$ cat src/inc/aofc_pkg.sv
// package with register map and field layout of the output format control block
package aofc_pkg;
  localparam int ADDR_W = 12;
  localparam logic [11:0] OFS_CBSA = 12'h559;
  localparam logic [11:0] OFS_CBSB = 12'h55a;
  localparam logic [11:0] OFS_FMT = 12'h561;
  localparam logic [11:0] OFS_ORCLR = 12'h562;
  localparam logic [11:0] OFS_ORSTAT = 12'h563;
  localparam logic [11:0] OFS_CHSEL = 12'h564;
  localparam logic [11:0] OFS_RATE = 12'h56e;
  localparam logic [11:0] OFS_IRQ_STAT = 12'h580;
  localparam logic [11:0] OFS_IRQ_MASK = 12'h581;
  localparam logic [11:0] OFS_CTRL_BITS = 12'h582;
  localparam logic [7:0] RST_CBSA = 8'h00;
  localparam logic [7:0] RST_CBSB = 8'h01;
  localparam logic [7:0] RST_FMT = 8'h01;
  localparam logic [7:0] RST_ORCLR = 8'h00;
  localparam logic [7:0] RST_CHSEL = 8'h00;
  localparam logic [7:0] RST_RATE = 8'h10;
  localparam logic [7:0] RST_MASK = 8'h00;
  localparam logic [1:0] RST_CS = 2'h0;
  // field positions
  localparam int SEL_LO = 0;
  localparam int SEL_HI_POS = 4;
  localparam int INV_POS = 2;
  localparam int SWAP_POS = 0;
  localparam int RATE_POS = 4;
  // selector codes and offset binary format code
  localparam logic [2:0] SRC_ZERO = 3'h0;
  localparam logic [2:0] SRC_OVR = 3'h1;
  localparam logic [2:0] SRC_PEN0 = 3'h2;
  localparam logic [2:0] SRC_PEN1 = 3'h3;
  localparam logic [2:0] SRC_RES = 3'h4;
  localparam logic [1:0] FMT_OFFSET = 2'h0;
endpackage : aofc_pkg

$ cat src/core/aofc_top.sv
// output format control register bank and sample formatter
// Behaviour
// three-bit selector picks control bit: zero, overrange, penalty0, penalty1, resolution
// selector A upper field used when bits equal 3, lower when 2 or 3
// selector B applies for 1, 2 or 3 control bits, resets to overrange
// invert bit inverts samples; format 00 offset binary else two's complement
// overrange clear bit 1 holds that converter's overrange bit cleared
// read-only status shows one overrange bit per virtual converter
// channel swap bit exchanges the two converter channels at output
// rate bit 4: 0 high lane range, 1 low range, reset 1
// overrange status stays set until cleared by its clear bit
`timescale 1ns/1ps
module aofc_top #(
  parameter int SAMPLE_W = 14,
  parameter int NUM_VC = 8
) (
  // clock and reset
  input wire logic clk,
  input wire logic rst_b,
  // register port
  input wire logic [11:0] reg_addr,
  input wire logic [7:0] reg_wdata,
  input wire logic reg_wr,
  input wire logic reg_rd,
  output logic [7:0] reg_rdata,
  // sample inputs, two's complement, same clock
  input wire logic [SAMPLE_W-1:0] samp_a,
  input wire logic [SAMPLE_W-1:0] samp_b,
  input wire logic samp_valid,
  // auxiliary flags per channel, overrange events per virtual converter
  input wire logic [1:0] ovr_in,
  input wire logic [1:0] pen0_in,
  input wire logic [1:0] fast_level_detect,
  input wire logic [1:0] variable_range_monitor,
  input wire logic [NUM_VC-1:0] vc_ovr_event,
  // formatted outputs
  output logic [SAMPLE_W-1:0] out_a,
  output logic [SAMPLE_W-1:0] out_b,
  output logic [2:0] ctrl_a,
  output logic [2:0] ctrl_b,
  output logic out_valid,
  output logic lane_rate_low,
  // interrupt
  output logic irq
);
  logic [7:0] cbsa_r, cbsa_nxt, cbsb_r, cbsb_nxt, fmt_r, fmt_nxt, orclr_r, orclr_nxt;
  logic [7:0] chsel_r, chsel_nxt, rate_r, rate_nxt, mask_r, mask_nxt;
  logic [1:0] cs_r, cs_nxt;
  logic [NUM_VC-1:0] ors_r, ors_nxt, ist_r, ist_nxt;
  logic [7:0] rdata_r, rdata_nxt;
  logic [SAMPLE_W-1:0] oa_r, oa_nxt, ob_r, ob_nxt;
  logic [2:0] ca_r, ca_nxt, cb_r, cb_nxt;
  logic ov_r, ov_nxt;

  // source mux for one channel
  function automatic logic pick(input logic [2:0] sel, input logic o, input logic p0,
                                input logic p1, input logic rs);
    case (sel)
      aofc_pkg::SRC_ZERO: pick = 1'b0;
      aofc_pkg::SRC_OVR: pick = o;
      aofc_pkg::SRC_PEN0: pick = p0;
      aofc_pkg::SRC_PEN1: pick = p1;
      aofc_pkg::SRC_RES: pick = rs;
      default: pick = 1'b0;
    endcase
  endfunction : pick

  // format one sample
  function automatic logic [SAMPLE_W-1:0] fmt_s(input logic [SAMPLE_W-1:0] s, input logic [7:0] f);
    logic [SAMPLE_W-1:0] v;
    v = f[aofc_pkg::INV_POS] ? ~s : s;
    if (f[1:0] == aofc_pkg::FMT_OFFSET)
    begin
      v[SAMPLE_W-1] = ~v[SAMPLE_W-1];
    end
    fmt_s = v;
  endfunction : fmt_s

  // control bits for one channel, packed lsb first
  function automatic logic [2:0] cbits(input logic [1:0] cs, input logic [7:0] a, input logic [7:0] b,
                                       input logic o, input logic p0, input logic p1, input logic rs);
    logic [2:0] c;
    c = 3'h0;
    if (cs != 2'h0)
    begin
      c[0] = pick(b[2:0], o, p0, p1, rs);
    end
    if (cs >= 2'h2)
    begin
      c[1] = pick(a[2:0], o, p0, p1, rs);
    end
    if (cs == 2'h3)
    begin
      c[2] = pick(a[6:4], o, p0, p1, rs);
    end
    cbits = c;
  endfunction : cbits

  // register writes, status and datapath next values
  always_comb
  begin
    logic [NUM_VC-1:0] wclr;
    wclr = '0;
    cbsa_nxt = cbsa_r;
    cbsb_nxt = cbsb_r;
    fmt_nxt = fmt_r;
    orclr_nxt = orclr_r;
    chsel_nxt = chsel_r;
    rate_nxt = rate_r;
    mask_nxt = mask_r;
    cs_nxt = cs_r;
    rdata_nxt = 8'h00;
    if (reg_wr)
    begin
      case (reg_addr)
        aofc_pkg::OFS_CBSA: cbsa_nxt = {1'b0, reg_wdata[6:4], 1'b0, reg_wdata[2:0]};
        aofc_pkg::OFS_CBSB: cbsb_nxt = {5'h00, reg_wdata[2:0]};
        aofc_pkg::OFS_FMT: fmt_nxt = {5'h00, reg_wdata[2:0]};
        aofc_pkg::OFS_ORCLR: orclr_nxt = reg_wdata;
        aofc_pkg::OFS_CHSEL: chsel_nxt = {7'h00, reg_wdata[0]};
        aofc_pkg::OFS_RATE: rate_nxt = {3'h0, reg_wdata[4], 4'h0};
        aofc_pkg::OFS_IRQ_STAT: wclr = reg_wdata[NUM_VC-1:0];
        aofc_pkg::OFS_IRQ_MASK: mask_nxt = reg_wdata;
        aofc_pkg::OFS_CTRL_BITS: cs_nxt = reg_wdata[1:0];
        default: ;
      endcase
    end
    // sticky overrange status, set wins unless clear bit held
    ors_nxt = (ors_r | vc_ovr_event) & ~orclr_r[NUM_VC-1:0]; // see
    // interrupt status: set wins over write-one-clear
    ist_nxt = (ist_r & ~wclr) | (vc_ovr_event & ~orclr_r[NUM_VC-1:0]);
    if (reg_rd)
    begin
      case (reg_addr)
        aofc_pkg::OFS_CBSA: rdata_nxt = cbsa_r;
        aofc_pkg::OFS_CBSB: rdata_nxt = cbsb_r;
        aofc_pkg::OFS_FMT: rdata_nxt = fmt_r;
        aofc_pkg::OFS_ORCLR: rdata_nxt = orclr_r;
        aofc_pkg::OFS_ORSTAT: rdata_nxt = ors_r;
        aofc_pkg::OFS_CHSEL: rdata_nxt = chsel_r;
        aofc_pkg::OFS_RATE: rdata_nxt = rate_r;
        aofc_pkg::OFS_IRQ_STAT: rdata_nxt = ist_r;
        aofc_pkg::OFS_IRQ_MASK: rdata_nxt = mask_r;
        aofc_pkg::OFS_CTRL_BITS: rdata_nxt = {6'h00, cs_r};
        default: rdata_nxt = 8'h00;
      endcase
    end
    // datapath with optional channel swap
    ov_nxt = samp_valid;
    oa_nxt = fmt_s(chsel_r[aofc_pkg::SWAP_POS] ? samp_b : samp_a, fmt_r);
    ob_nxt = fmt_s(chsel_r[aofc_pkg::SWAP_POS] ? samp_a : samp_b, fmt_r);
    ca_nxt = cbits(cs_r, cbsa_r, cbsb_r, ovr_in[0], pen0_in[0], fast_level_detect[0], variable_range_monitor[0]);
    cb_nxt = cbits(cs_r, cbsa_r, cbsb_r, ovr_in[1], pen0_in[1], fast_level_detect[1], variable_range_monitor[1]);
    if (chsel_r[aofc_pkg::SWAP_POS])
    begin
      ca_nxt = cbits(cs_r, cbsa_r, cbsb_r, ovr_in[1], pen0_in[1], fast_level_detect[1], variable_range_monitor[1]);
      cb_nxt = cbits(cs_r, cbsa_r, cbsb_r, ovr_in[0], pen0_in[0], fast_level_detect[0], variable_range_monitor[0]);
    end
  end

  // state registers
  always_ff @(posedge clk or negedge rst_b)
  begin
    if (!rst_b)
    begin
      cbsa_r <= aofc_pkg::RST_CBSA;
      cbsb_r <= aofc_pkg::RST_CBSB;
      fmt_r <= aofc_pkg::RST_FMT;
      orclr_r <= aofc_pkg::RST_ORCLR;
      chsel_r <= aofc_pkg::RST_CHSEL;
      rate_r <= aofc_pkg::RST_RATE;
      mask_r <= aofc_pkg::RST_MASK;
      cs_r <= aofc_pkg::RST_CS;
      ors_r <= '0;
      ist_r <= '0;
      rdata_r <= 8'h00;
      oa_r <= '0;
      ob_r <= '0;
      ca_r <= 3'h0;
      cb_r <= 3'h0;
      ov_r <= 1'b0;
    end
    else
    begin
      cbsa_r <= cbsa_nxt;
      cbsb_r <= cbsb_nxt;
      fmt_r <= fmt_nxt;
      orclr_r <= orclr_nxt;
      chsel_r <= chsel_nxt;
      rate_r <= rate_nxt;
      mask_r <= mask_nxt;
      cs_r <= cs_nxt;
      ors_r <= ors_nxt;
      ist_r <= ist_nxt;
      rdata_r <= rdata_nxt;
      oa_r <= oa_nxt;
      ob_r <= ob_nxt;
      ca_r <= ca_nxt;
      cb_r <= cb_nxt;
      ov_r <= ov_nxt;
    end
  end

  // outputs
  assign reg_rdata = rdata_r;
  assign out_a = oa_r;
  assign out_b = ob_r;
  assign ctrl_a = ca_r;
  assign ctrl_b = cb_r;
  assign out_valid = ov_r;
  assign lane_rate_low = rate_r[aofc_pkg::RATE_POS];
  assign irq = |(ist_r & mask_r[NUM_VC-1:0]);

  // checks on sticky overrange status and its clear bits
  AST_OVR_STICKY: assert property (@(posedge clk) disable iff (!rst_b)
    ors_r[0] && !orclr_r[0] |=> ors_r[0])
    else $error("overrange bit dropped");
  AST_OVR_STICKY_HI: assert property (@(posedge clk) disable iff (!rst_b)
    ors_r[7] && !orclr_r[7] |=> ors_r[7])
    else $error("upper overrange bit dropped");
  AST_OVR_SET: assert property (@(posedge clk) disable iff (!rst_b)
    vc_ovr_event[0] && !orclr_r[0] |=> ors_r[0])
    else $error("overrange not set");
  AST_OVR_CLR: assert property (@(posedge clk) disable iff (!rst_b)
    orclr_r[1] |=> !ors_r[1])
    else $error("cleared bit still set");
  AST_OVR_CLR_HI: assert property (@(posedge clk) disable iff (!rst_b)
    orclr_r[7] |=> !ors_r[7])
    else $error("upper cleared bit still set");
  AST_STAT_READ: assert property (@(posedge clk) disable iff (!rst_b)
    reg_rd && reg_addr == aofc_pkg::OFS_ORSTAT |=> reg_rdata == $past(ors_r))
    else $error("status read wrong");
  AST_STAT_RO: assert property (@(posedge clk) disable iff (!rst_b)
    reg_wr && reg_addr == aofc_pkg::OFS_ORSTAT && !vc_ovr_event[0] && !orclr_r[0] |=> ors_r[0] == $past(ors_r[0]))
    else $error("status written");

  // checks on the read port and the interrupt status
  AST_RD_IDLE: assert property (@(posedge clk) disable iff (!rst_b)
    !reg_rd |=> reg_rdata == 8'h00)
    else $error("read data not idle");
  AST_IST_SET: assert property (@(posedge clk) disable iff (!rst_b)
    vc_ovr_event[0] && !orclr_r[0] |=> ist_r[0])
    else $error("interrupt status not set");
  AST_IST_CLR: assert property (@(posedge clk) disable iff (!rst_b)
    reg_wr && reg_addr == aofc_pkg::OFS_IRQ_STAT && reg_wdata[0] && !vc_ovr_event[0] |=> !ist_r[0])
    else $error("interrupt status not cleared");

  // checks on sample order, number format and valid
  AST_SWAP: assert property (@(posedge clk) disable iff (!rst_b)
    chsel_r[0] && fmt_r == 8'h01 |=> out_a == $past(samp_b))
    else $error("swap wrong");
  AST_SWAP_B: assert property (@(posedge clk) disable iff (!rst_b)
    chsel_r[0] && fmt_r == 8'h01 |=> out_b == $past(samp_a))
    else $error("swap wrong on second channel");
  AST_NOSWAP: assert property (@(posedge clk) disable iff (!rst_b)
    !chsel_r[0] && fmt_r == 8'h01 |=> out_a == $past(samp_a))
    else $error("order wrong");
  AST_NOSWAP_B: assert property (@(posedge clk) disable iff (!rst_b)
    !chsel_r[0] && fmt_r == 8'h01 |=> out_b == $past(samp_b))
    else $error("order wrong on second channel");
  AST_INV: assert property (@(posedge clk) disable iff (!rst_b)
    !chsel_r[0] && fmt_r == 8'h05 |=> out_a == ~$past(samp_a))
    else $error("invert wrong");
  AST_OFFSET: assert property (@(posedge clk) disable iff (!rst_b)
    !chsel_r[0] && fmt_r == 8'h00 |=> out_a == {~$past(samp_a[SAMPLE_W-1]), $past(samp_a[SAMPLE_W-2:0])})
    else $error("offset binary wrong");
  AST_VALID: assert property (@(posedge clk) disable iff (!rst_b)
    1'b1 |=> out_valid == $past(samp_valid))
    else $error("valid not delayed");

  // checks on control bit placement and selector codes
  AST_CS0: assert property (@(posedge clk) disable iff (!rst_b)
    cs_r == 2'h0 |=> ctrl_a == 3'h0)
    else $error("control bits not zero");
  AST_CSOVR: assert property (@(posedge clk) disable iff (!rst_b)
    cs_r == 2'h1 && cbsb_r == 8'h01 && !chsel_r[0] |=> ctrl_a[0] == $past(ovr_in[0]))
    else $error("overrange bit not routed");
  AST_CSOVR_B: assert property (@(posedge clk) disable iff (!rst_b)
    cs_r == 2'h1 && cbsb_r == 8'h01 && !chsel_r[0] |=> ctrl_b[0] == $past(ovr_in[1]))
    else $error("second overrange bit not routed");
  AST_SWAP_CTRL: assert property (@(posedge clk) disable iff (!rst_b)
    cs_r == 2'h1 && cbsb_r == 8'h01 && chsel_r[0] |=> ctrl_a[0] == $past(ovr_in[1]))
    else $error("flags not swapped");
  AST_CS1: assert property (@(posedge clk) disable iff (!rst_b)
    cs_r == 2'h1 |=> ctrl_a[2:1] == 2'h0)
    else $error("upper bits used at one");
  AST_CS2: assert property (@(posedge clk) disable iff (!rst_b)
    cs_r == 2'h2 |=> !ctrl_a[2])
    else $error("top bit used at two");
  AST_CS3_TOP: assert property (@(posedge clk) disable iff (!rst_b)
    cs_r == 2'h3 && cbsa_r[6:4] == aofc_pkg::SRC_OVR && !chsel_r[0] |=> ctrl_a[2] == $past(ovr_in[0]))
    else $error("top bit not routed");
  AST_SEL_ZERO: assert property (@(posedge clk) disable iff (!rst_b)
    cs_r != 2'h0 && cbsb_r[2:0] == aofc_pkg::SRC_ZERO |=> !ctrl_a[0] && !ctrl_b[0])
    else $error("zero code not zero");
  AST_SEL_PEN0: assert property (@(posedge clk) disable iff (!rst_b)
    cs_r != 2'h0 && cbsb_r[2:0] == aofc_pkg::SRC_PEN0 && !chsel_r[0] |=> ctrl_a[0] == $past(pen0_in[0]))
    else $error("penalty bit not routed");
  AST_SEL_FLD: assert property (@(posedge clk) disable iff (!rst_b)
    cs_r != 2'h0 && cbsb_r[2:0] == aofc_pkg::SRC_PEN1 && !chsel_r[0]
      |=> ctrl_a[0] == $past(fast_level_detect[0]))
    else $error("fast detect bit not routed");
  AST_SEL_VRM: assert property (@(posedge clk) disable iff (!rst_b)
    cs_r != 2'h0 && cbsb_r[2:0] == aofc_pkg::SRC_RES && !chsel_r[0]
      |=> ctrl_a[0] == $past(variable_range_monitor[0]))
    else $error("resolution bit not routed");

  // checks on the lane range output
  AST_RATE: assert property (@(posedge clk) disable iff (!rst_b)
    reg_wr && reg_addr == aofc_pkg::OFS_RATE |=> lane_rate_low == $past(reg_wdata[4]))
    else $error("rate bit wrong");
  AST_RATE_HOLD: assert property (@(posedge clk) disable iff (!rst_b)
    !(reg_wr && reg_addr == aofc_pkg::OFS_RATE) |=> $stable(lane_rate_low))
    else $error("rate bit moved");
endmodule : aofc_top

$ cat config.mk
export PLATFORM = sky130hd
export DESIGN_NAME = aofc_top
export DESIGN_NICKNAME = d
export VERILOG_FILES = /design/src/inc/aofc_pkg.sv /design/src/core/aofc_top.sv
export SDC_FILE = /design/constraint.sdc
export NUM_CORES = 1
export LEC_CHECK = 0
export ABC_CLOCK_PERIOD_IN_PS = 2230
export BUFFER_PORTS_ARGS = -buffer_cell sky130_fd_sc_hd__buf_2
export CAP_MARGIN = 20
export CORE_MARGIN = 5
export CORE_UTILIZATION = 38
export DETAILED_ROUTE_END_ITERATION = 8
export GPL_ROUTABILITY_DRIVEN = 0
export PLACE_DENSITY_LB_ADDON = 0.15
export SLEW_MARGIN = 0
export SYNTH_ARGS = -nofsm -noshare
export SYNTH_HDL_FRONTEND = slang
export SYNTH_SLANG_ARGS = --single-unit
export TNS_END_PERCENT = 30
$ cat constraint.sdc
create_clock -name clk -period 2.23 [get_ports clk]
set_input_delay 0.446 -clock clk [delete_from_list [all_inputs] [get_ports clk]]
set_output_delay 0.446 -clock clk [all_outputs]
set_load 0.03 [all_outputs]
* Word-level counts from Yosys, hierarchy flattened
Cells that the tools add are included.
Storage, ports and cells: bits in registers 91, bits of input ports 69, output and inout bits 45
Operators by class: order comparisons 1, eq/ne operators 23, multiplexer cells 24, bitwise logic cells 12, reduce and logical (&&, ||, !) cells 11
Operators by type and width (number):
- 12-bit by 11-bit equality test with 1-bit output, second input constant | 10
- 8-bit case mux with 10 select lines | 1
- 14-bit 2-to-1 mux | 4
- 8-bit bitwise AND | 4
- 14-bit NOT | 2
- 8-bit 2-to-1 mux | 3
- 1-bit case mux with 4 select lines | 6
- 3-bit by 2-bit equality test with 1-bit output, second input constant | 6
- 8-bit NOT | 2
- 8-bit bitwise OR | 2
- 2-bit AND reduction | 8
- 3-bit by 1-bit equality test with 1-bit output, second input constant | 3
- 3-bit equality test, second input constant | 3
- 1-bit 2-to-1 mux | 8
- 8-bit OR reduction | 1
- 3-bit 2-to-1 mux | 2
- 2-bit equality test, second input constant | 1
- 2-bit >= comparator, second input constant | 1
- 2-bit zero test | 1
- 1-bit NOT | 2
- 2-bit nonzero test | 1

* Depth between registers and ports, before layout
Gate-level depths: netlist (run 1).
word-level depth 6, gate-level depth with buffers 7, gate-level depth less buffers 5

* Least setup slack after synthesis (run 1)
OpenSTA, ideal clock, no wires.
path type input -> register, start input reg_addr[11], end register mask_r[0], library setup time 0.125 ns, data arrival time 1.617 ns, data required time 2.105 ns, path slack 0.488 ns, cell stages on the path 7, path buffers 2, cell sequence and4bb_1 and4b_1 buf_4 and2_4 buf_8 nand2_8 mux2_4
Between the ends: longest elaborated chain between the ends 2
RTL lines:
- start: declaration | line aofc_top.sv:21 | input wire logic [11:0] reg_addr,
- 12-bit by 11-bit equality test with 1-bit output | line aofc_top.sv:115 | case (reg_addr)
- 2-bit AND reduction (no source line)
- end signal: assignment | line aofc_top.sv:172 | mask_r <= aofc_pkg::RST_MASK;
- end signal: assignment | line aofc_top.sv:191 | mask_r <= mask_nxt;
- end: declaration | line aofc_top.sv:47 | logic [7:0] chsel_r, chsel_nxt, rate_r, rate_nxt, mask_r, mask_nxt;
Every way passes these cells. A chain may end at the register's enable or synchronous reset.

* Final worst setup path (run 1)
start input reg_addr[11], end register mask_r[3]
The elaborated chain is that of the path after synthesis.

==> impl_summary.md, run 1 <==
Run status
The run finished with clean final reports.

Layout
The number of nets in the layout is 562. The layout overhead on the synthesized area is 22.3%. In the layout the commonest cells are 112 x buf_2, 87 x dfrtp_1, 33 x mux2_2. The number of cells in the finished layout apart from fillers is 639. The final antenna diode count is 0. In the final layout, the multi-input gates occupy 2070 um^2.

The post-layout instance area is 5510 um^2. The area used by sequential logic in the layout is 2280 um^2. The share of post-route cells with drive strength above 1 is 38.9%. The fill cell instance count of the final layout is 1098.

The most common cell after layout, fill and taps aside is buf_2.

Timing
Setup repair after global routing left no endpoint under its margin. The largest clock skew in the final design is 0.00524 ns. The final-report max-slew violation count is 0. The final-layout setup total negative slack is 0 ns. The relative slew slack is 65.8%. For the finished layout, the period the worst path requires is 1.81 ns. Setup violations remaining at the end of the flow were counted as 0. On the final layout, the worst hold slack is 0.0256 ns. The number of endpoints with negative hold slack in the final report is 0. The final cycle utilization of the critical path is 81.1%. The maximum clock rate is 0.553 GHz.

For the pin with the worst max-slew slack, the measured transition is 0.512 ns.

Drt
The first detailed-routing pass ran for 4 iterations. The detailed router finished its first iteration with 131 violations. The final wirelength is 11500 um.

For this run, design rule violations remaining after detail routing come to 0. The number of routed nets with antenna violations is 0. After detailed routing, the number of vias per cell comes to 5.30. The total number of vias is 3388. Dividing the detail-routed wire length by the instance count gives 17.9 um.

Setup path
Data arrives at the worst endpoint at 2.03 ns. The slowest library cell on the worst path is and4bb_1. The worst setup path is captured at a register. The buffering stage count on the worst path with inverters included is 1. The critical path goes through buf_2, and4bb_1, and4b_1, and2_4, nand2_8, mux2_4.

The biggest fanout along the worst timing path is 11. At the worst endpoint, the required time is 2.45 ns. The delay of the slowest cell on the worst path is 0.47 ns. The critical path is of the primary input to register type. The nature of the critical path startpoint is a primary input.

Grouping stages by cell kind, the critical path spends the most delay in simple AND/OR/NAND/NOR gates.

Placed design
The placed cell area is 5260 um^2. The total half-perimeter wirelength after legalization and detailed placement is 8630 um. The placed cell count is 625.

The count of buffers from port buffering is 113.

Die
Once the floorplan was initialized, standard cells occupied 39.1% of the core. In this run the vertical extent of the chip is 119 um. The die footprint is 14100 um^2.

The total area inside the core boundary comes to 11500 um^2. 114 I/O pins were placed. In this run the horizontal extent of the chip is 119 um. The standard-cell row count is 39.

Clocking
The number of post-CTS setup repair buffers is 0. The clock-pin transition on the worst setup and hold timing paths is 0.06 ns. The clock passes through at most 2 buffers.

The root cell of the clock tree is clkbuf_16. CTS built an H-tree with a depth of 3. The post-cts resize count is 0.

After clock tree synthesis, the flow added hold-fix buffers numbering 0. TritonCTS built the clock tree. In this run, CTS created clock tree buffers numbering 9.

The clock insertion delay at the later pin of the skew report is 0.34 ns. The number of sinks on the clock net is 91.

Synthesis
The number of flip-flops and latches in the synthesized netlist is 91. The synthesized netlist net count is 443. The share of the Yosys chip area taken by registers is 50.6%.

Synthesis instantiated 50 different standard cells from the library. The total number of yosys warnings is 0. The number of enable-type register cells in the synthesized netlist is 0. In the synthesized netlist the dominant register cell turns out to be dfrtp_1.

The mapped netlist covers 4500 um^2. A synthesized cell averages 12.0 um^2. The post-synthesis instance total is 374. Counting flops with an async set or reset pin after synthesis yields a share of 100%.

Global routing
Entering global routing, the biggest net connects 50 pins. The initial antenna violation count is 0. Across every metal layer, demand over resource in global routing totals 16.8%. The global-route wire length before repair is 18900 um.

The total congestion overflow after global routing is 0. The via count of the first global-routing pass was 3680.

Power and ir drop
The power density over the cells is 610 nW/um^2. The switching share of power is 24.3%. For this design the static power due to leakage is 0.00249 uW. The peak ir drop on the vdd network is 0.322 mV.

The combinational fraction of design power is 9.7%. The internal power of the cells totals 2540 uW. The switching component of the power is 816 uW. Per report_power, the sequential group accounts for 50.4% of the total.

The proportion of power drawn by the clock network is 39.9%.

Worst hold path
The worst hold path belongs to the class primary input to asynchronous set/reset pin.

Run
Max-cap violations in this run came to 0.
==> final cells by class <==
type,instances,share of cell area [%]
well taps,143,3.25
clock inverters,3,0.341
repair buffers,126,12.5
clock buffers,11,4.22
multi-input cells,255,37.6
flip-flops and latches,91,41.4
inverters,10,0.681
==> routing by layer <==
metal	vias up	share of wire [%]	GRT usage, %
li1	1590	-	-
met1	1682	43	21.2
met2	105	48	26.9
met3	11	7.5	5.55
met4	0	1.3	6.44
met5	-	0	0
==> Yosys cell counts, drive strengths merged (3+ instances only) <==
cell | number | area (um^2)
inv | 10 | 37.5
a32oi | 3 | 26.3
nor2b | 5 | 31.3
buf | 17 | 113
o21ai | 8 | 40.0
a21oi | 6 | 30.0
nand3 | 11 | 67.6
xnor2 | 28 | 245
nor2 | 27 | 104
a22o | 13 | 114
a22oi | 18 | 135
and3 | 7 | 48.8
dfstp | 3 | 78.8
and2 | 4 | 30.0
mux2 | 42 | 503
nand2 | 20 | 98.8
a31oi | 5 | 31.3
dfrtp | 88 | 2200
mux2i | 31 | 310
nand4 | 5 | 31.3
==> through the flow <==
step,utilization [%],power (uW),worst slack (ns)
global placement,45.7,2050,0.107
detailed placement,45.7,2050,0.0889
global route,47.8,3530,0.357
finish,47.8,3360,0.422
floorplan,-,1880,0.488
CTS,47.8,3420,0.425
==> kinds of logic after synthesis <==
family	after synthesis	synth area share, %
flip-flops	91	50.6
multiplexers	73	18.1
buffers and inverters	28	3.42
XOR/XNOR	30	5.83
AO/OA/AOI/OAI	64	10.9
AND/OR/NAND/NOR	88	11.1
==> final timing paths <==
| check | startpoint | end | slack, ns | cells after the start |
|---|---|---|---|---|
| setup / recovery | reg_addr[11] | mask_r[3] | 0.42 | 6 |
| hold / removal | rst_b | cbsa_r[5] | 0.03 | 1 |
| setup reg to reg | cbsb_r[0] | ctrl_a[0] | 0.47 | 5 |
| hold reg to reg | orclr_r[1] | ors_r[1] | 0.47 | 1 |
| max in group asynchronous | rst_b | fmt_r[0] | 1.58 | 2 |
| min in group clk | samp_valid | out_valid | 0.21 | 1 |
==> sequential cells by signal, indices dropped and copies added (netlist names) <==
name	count
cs_r	2
out_b	14
cbsb_r	3
rate_r	1
out_valid	1
ctrl_a	3
ctrl_b	3
mask_r	8
cbsa_r	6
fmt_r	3
ors_r	8
out_a	14
ist_r	8
reg_rdata	8
orclr_r	8
chsel_r	1
==> power by group through the flow <==
stage          registers (uW)  clock network (uW)  logic, uW
6_report                 1690                1340        326
5_1_grt                  1690                1470        358
4_1_cts                  1690                1400        332
3_5_place_dp             1720                   0        332
3_3_place_gp             1720                   0        328
2_1_floorplan            1780                   0       97.3
Power figures use the tool's default switching activity.
==> run 2, diff against run 1 <==
- ABC_AREA: not set -> 1
- ABC_CLOCK_PERIOD_IN_PS: 2230 -> 1900
- clock period: 2.23 -> 1.9 ns (I/O delays scaled with it)
==> run 2 against run 1 <==
Effect of this change:
- the flow now finishes with violations (hold timing)
- register-to-register slack improved by 0.13 ns
- first-iteration DRC count increased by 88%
- critical path depth decreased by 1
- routed wire length increased by 11%
- clock power increased by 39%
- utilization shrank 0.74 points
- synthesized cell count rose by 49%
- area after synthesis up 5.8%
- worst hold slack worse by 0.029 ns
- count of clock-buffer cells in the layout up 1
- non-clock buffer count down 1
- critical path type is now register to output pin
- critical endpoint is now irq
- largest cell class unchanged
- largest power group unchanged
==> impl_summary.md, run 2 <==
Layout
The fill cell instance count of the final layout is 1225 (+12%). Leaving out fill and tap cells, the most frequent cells in the layout are 111 x buf_2, 106 x nand2_1, 88 x dfrtp_1. The most common cell after layout, fill and taps aside is buf_2. The number of nets in the layout is 749 (+33%).

The fraction of the core area covered by cells at the end of the flow came to 47.1% (-0.74 points). The share of post-route cells with drive strength above 1 came to 30.2% (-8.7 points). The final antenna diode count is 0 (unchanged). From synthesis to final layout, the design area changed by 23.2%.

Timing
The largest clock skew in the final design is 0.0109 ns (+0.00569 ns). The transition time at the pin with the least slew margin is 0.507 ns (-0.00555 ns). Setup repair after global routing left no endpoint under its margin. The maximum clock rate is 0.551 GHz. The number of endpoints with negative hold slack in the final report was 8 (+8). The worst path uses 95.6% of the clock period. The shortest clock period the worst path allows after layout is 1.82 ns. The final hold slack is -0.00351 ns (-0.0291 ns). The relative slew slack is 66.2% (+0.44 points). The final setup violation count is 0 (unchanged). The final-report max-slew violation count is 0 (unchanged). The final-layout setup total negative slack is 0 ns (unchanged).

Setup path
The signal on the critical path passes through inv_1, o22ai_1, a221oi_1, nand2_1, buf_6. The number of cells on the worst reg-to-reg path was 5 (unchanged). The slowest stage of the critical path is the dfrtp_1 cell. The last element of the critical path is irq.

The biggest fanout along the worst timing path is 3 (-8). The worst setup path is captured at an output pin. The end of the worst register-to-register path is out_b[11]. Tracing the worst setup path back leads to its startpoint at ist_r[7]. The reg-to-reg startpoint is chsel_r[0].

The delay of the slowest cell on the worst path is 0.36 ns (-0.11 ns). The data arrival at the endpoint of the critical path is 1.44 ns (-0.59 ns). By startpoint and endpoint, the worst setup path is classified as register to output pin. The data required time at the worst endpoint is 1.52 ns (-0.93 ns). The minimum setup slack among reg-to-reg paths was 0.60 ns (+0.13 ns). The nature of the critical path startpoint is a register.

Global routing
The met3 track demand over resource is 3.44% (-2.1 points). The global routing usage on met1 was 21.4% (+0.26 points). The via count of the first global-routing pass is 4126 (+12%). The pin count of the biggest net entering global routing is 37 (-26%). The total congestion overflow after global routing is 0 (unchanged). The met2 usage in global routing came to 31.6% (+4.7 points). The total routing usage reported by global routing is 17.8% (+0.98 points). In this run the most used layer during global routing was met2. The global-route wire length before repair came to 20500 um (+8.7%).

The initial antenna violation count is 0 (unchanged).

Power and ir drop
The proportion of power drawn by the clock network was 43.7% (+3.8 points). The switching share of power is 24.8% (+0.49 points). The leakage power is 0.00304 uW (+22%). The peak ir drop on the vdd network came to 0.551 mV (+71%). The sequential fraction of design power is 46.8% (-3.6 points). The combinational fraction of design power came to 9.6% (about the same). The internal cell power came to 3200 uW (+26%). The power density over the cells is 723 nW/um^2 (+19%). The switching component of the power is 1050 uW (+29%).

Run status
The run finished, with violations left. The final reports fail on hold timing.

Clocking
The maximum clock path buffer count was 2 (unchanged). TritonCTS built the clock tree. The root cell of the clock tree is clkbuf_16. The clock insertion delay at the later pin of the skew report came to 0.35 ns (about the same). The clock-pin transition on the worst setup and hold timing paths was 0.06 ns (about the same). The number of sinks on the clock net is 91 (unchanged). The H-tree depth reported by CTS is 3 (unchanged). The total CTS buffers came to 9 (unchanged).

Drt
The total number of vias is 4159 (+23%). The length of the first detailed-routing pass in iterations came to 4 (unchanged). The average wire length per cell after detail routing was 14.8 um (-18%). The number of routed nets with antenna violations is 0 (unchanged). The violation count after the first detailed-routing iteration is 246 (+88%). The mean number of vias per cell was 4.85 (-8.5%). The final wirelength is 12700 um (+11%). The total DRC errors in the routed layout was 0 (unchanged).

Run
The max-cap violation count is 0 (unchanged).

Synthesis
The synthesized area per cell is 8.53 um^2 (-29%). The number of flip-flops and latches in the synthesized netlist is 91 (unchanged). The synthesized netlist net count is 628 (+42%). The number of enable-type register cells in the synthesized netlist is 0 (unchanged). The total number of yosys warnings is 0 (unchanged). The fraction of registers with async set/reset was 100% (unchanged).

The proportion of netlist area held by the largest area contributor is 46.2% (-2.7 points). The post-synthesis instance area is 4770 um^2 (+5.8%). The post-synthesis cell type count is 33 (-34%). The proportion of synthesized chip area in sequential cells is 47.9% (-2.8 points). Counting instances in the post-synthesis netlist gives the leading cell types as 106 x nand2_1, 88 x dfrtp_1, 71 x inv_1. In the post-synthesis netlist, the cell with the most instances is nand2_1. For this run, the leading register cell type out of synthesis is dfrtp_1. Yosys attributes the largest share of cell area to dfrtp_1 46%, nand2_1 8.3%, inv_1 5.6%, xor2_1 5.3%, o21ai_0 5.0%. The post-synthesis instance total is 559 (+49%). The synthesized design spends more area on one cell type than any other, namely dfrtp_1.

Die
The number of I/O pins is 114 (unchanged). The standard cell core area came to 12500 um^2 (+8.2%). The standard-cell row count came to 41 (+5.1%). The die height is 122 um (+2.6%). The die footprint is 14900 um^2 (+5.3%). The initial core utilization is 38.2% (-0.88 points). The die outline width came to 122 um (+2.6%).

Placed design
The total half-perimeter wirelength after legalization and detailed placement is 9850 um (+14%). The count of buffers from port buffering is 113 (unchanged).

Worst hold path
The tightest min-delay check is of the primary input to asynchronous set/reset pin type.
[run 2: worst min path at each step]
stage | end | slack [ns] | cells past startpoint
floorplan | cbsa_r[0] | 0.08 | 0
global placement | out_a[2] | 0.38 | 1
detailed placement | out_a[2] | 0.39 | 1
CTS | out_a[2] | 0.008 | 1
global route | out_a[2] | 0.03 | 1
finish | out_a[2] | -0.004 | 1
[run 2: area by class of cell]
type | instances | area [um^2] | area share (%)
Sequential cell | 91 | 2280 | 38.8
Inverter | 80 | 302 | 5.14
Timing Repair Buffer | 125 | 677 | 11.5
Clock inverter | 4 | 48.8 | 0.831
Multi-Input combinational cell | 373 | 2090 | 35.6
Clock buffer | 12 | 256 | 4.37
Tap cell | 172 | 215 | 3.67
[run 2: power groups by stage]
| stage | Clock, uW | Combinational [uW] | Sequential (uW) |
|---|---|---|---|
| floorplan | 0 | 137 | 2090 |
| global placement | 0 | 405 | 2020 |
| detailed placement | 0 | 411 | 2020 |
| CTS | 1900 | 413 | 1990 |
| global route | 1970 | 448 | 1990 |
| finish | 1860 | 406 | 1990 |
[run 2: worst max-delay path, delay by kind of cell (launching register included)]
family / cells / cell delay (ns)
buffers and inverters: 2 / 0.28
DFF: 1 / 0.36
AOI/OAI and AO/OA: 2 / 0.32
and+or+nand+nor: 1 / 0.13
[run 2: timing repair]
item | in CTS | in global routing
resized for setup | 1 | 4
hold endpoints to repair | 0 | 0
endpoints found under the setup margin | 1 | 1
hold buffers | 0 | 0
buffers inserted | 0 | 0
pin swaps | 0 | 1
[run 2: metrics by stage]
step / std cells / area (um^2) / total power, uW / worst slack, ns
finish: 857 / 5870 / 4250 / 0.0839
global route: 857 / 5870 / 4410 / 0.0228
CTS: 857 / 5870 / 4300 / 0.0356
detailed placement: 841 / 5550 / 2430 / 0.174
global placement: 841 / 5550 / 2430 / 0.189
floorplan: 559 / 4770 / 2220 / 0.527
[run 2: kinds of logic (layout without fill, tap and decap cells)]
| kind of cell | count (synthesis) | after routing | synth area share (%) |
|---|---|---|---|
| AO/OA/AOI/OAI | 101 | 101 | 13.3 |
| XOR/XNOR | 29 | 29 | 5.33 |
| buffers and inverters | 95 | 221 | 8.37 |
| flip-flops | 91 | 91 | 47.9 |
| multiplexers | 4 | 4 | 0.840 |
| AND/OR/NAND/NOR | 239 | 239 | 24.3 |
[run 2: per-layer routing]
layer	wire, um	part of all wire (%)	vias to the layer above
met5	0	0	-
met3	627	4.9	17
li1	-	-	2044
met1	5290	42	1989
met4	199	1.6	0
met2	6550	52	109
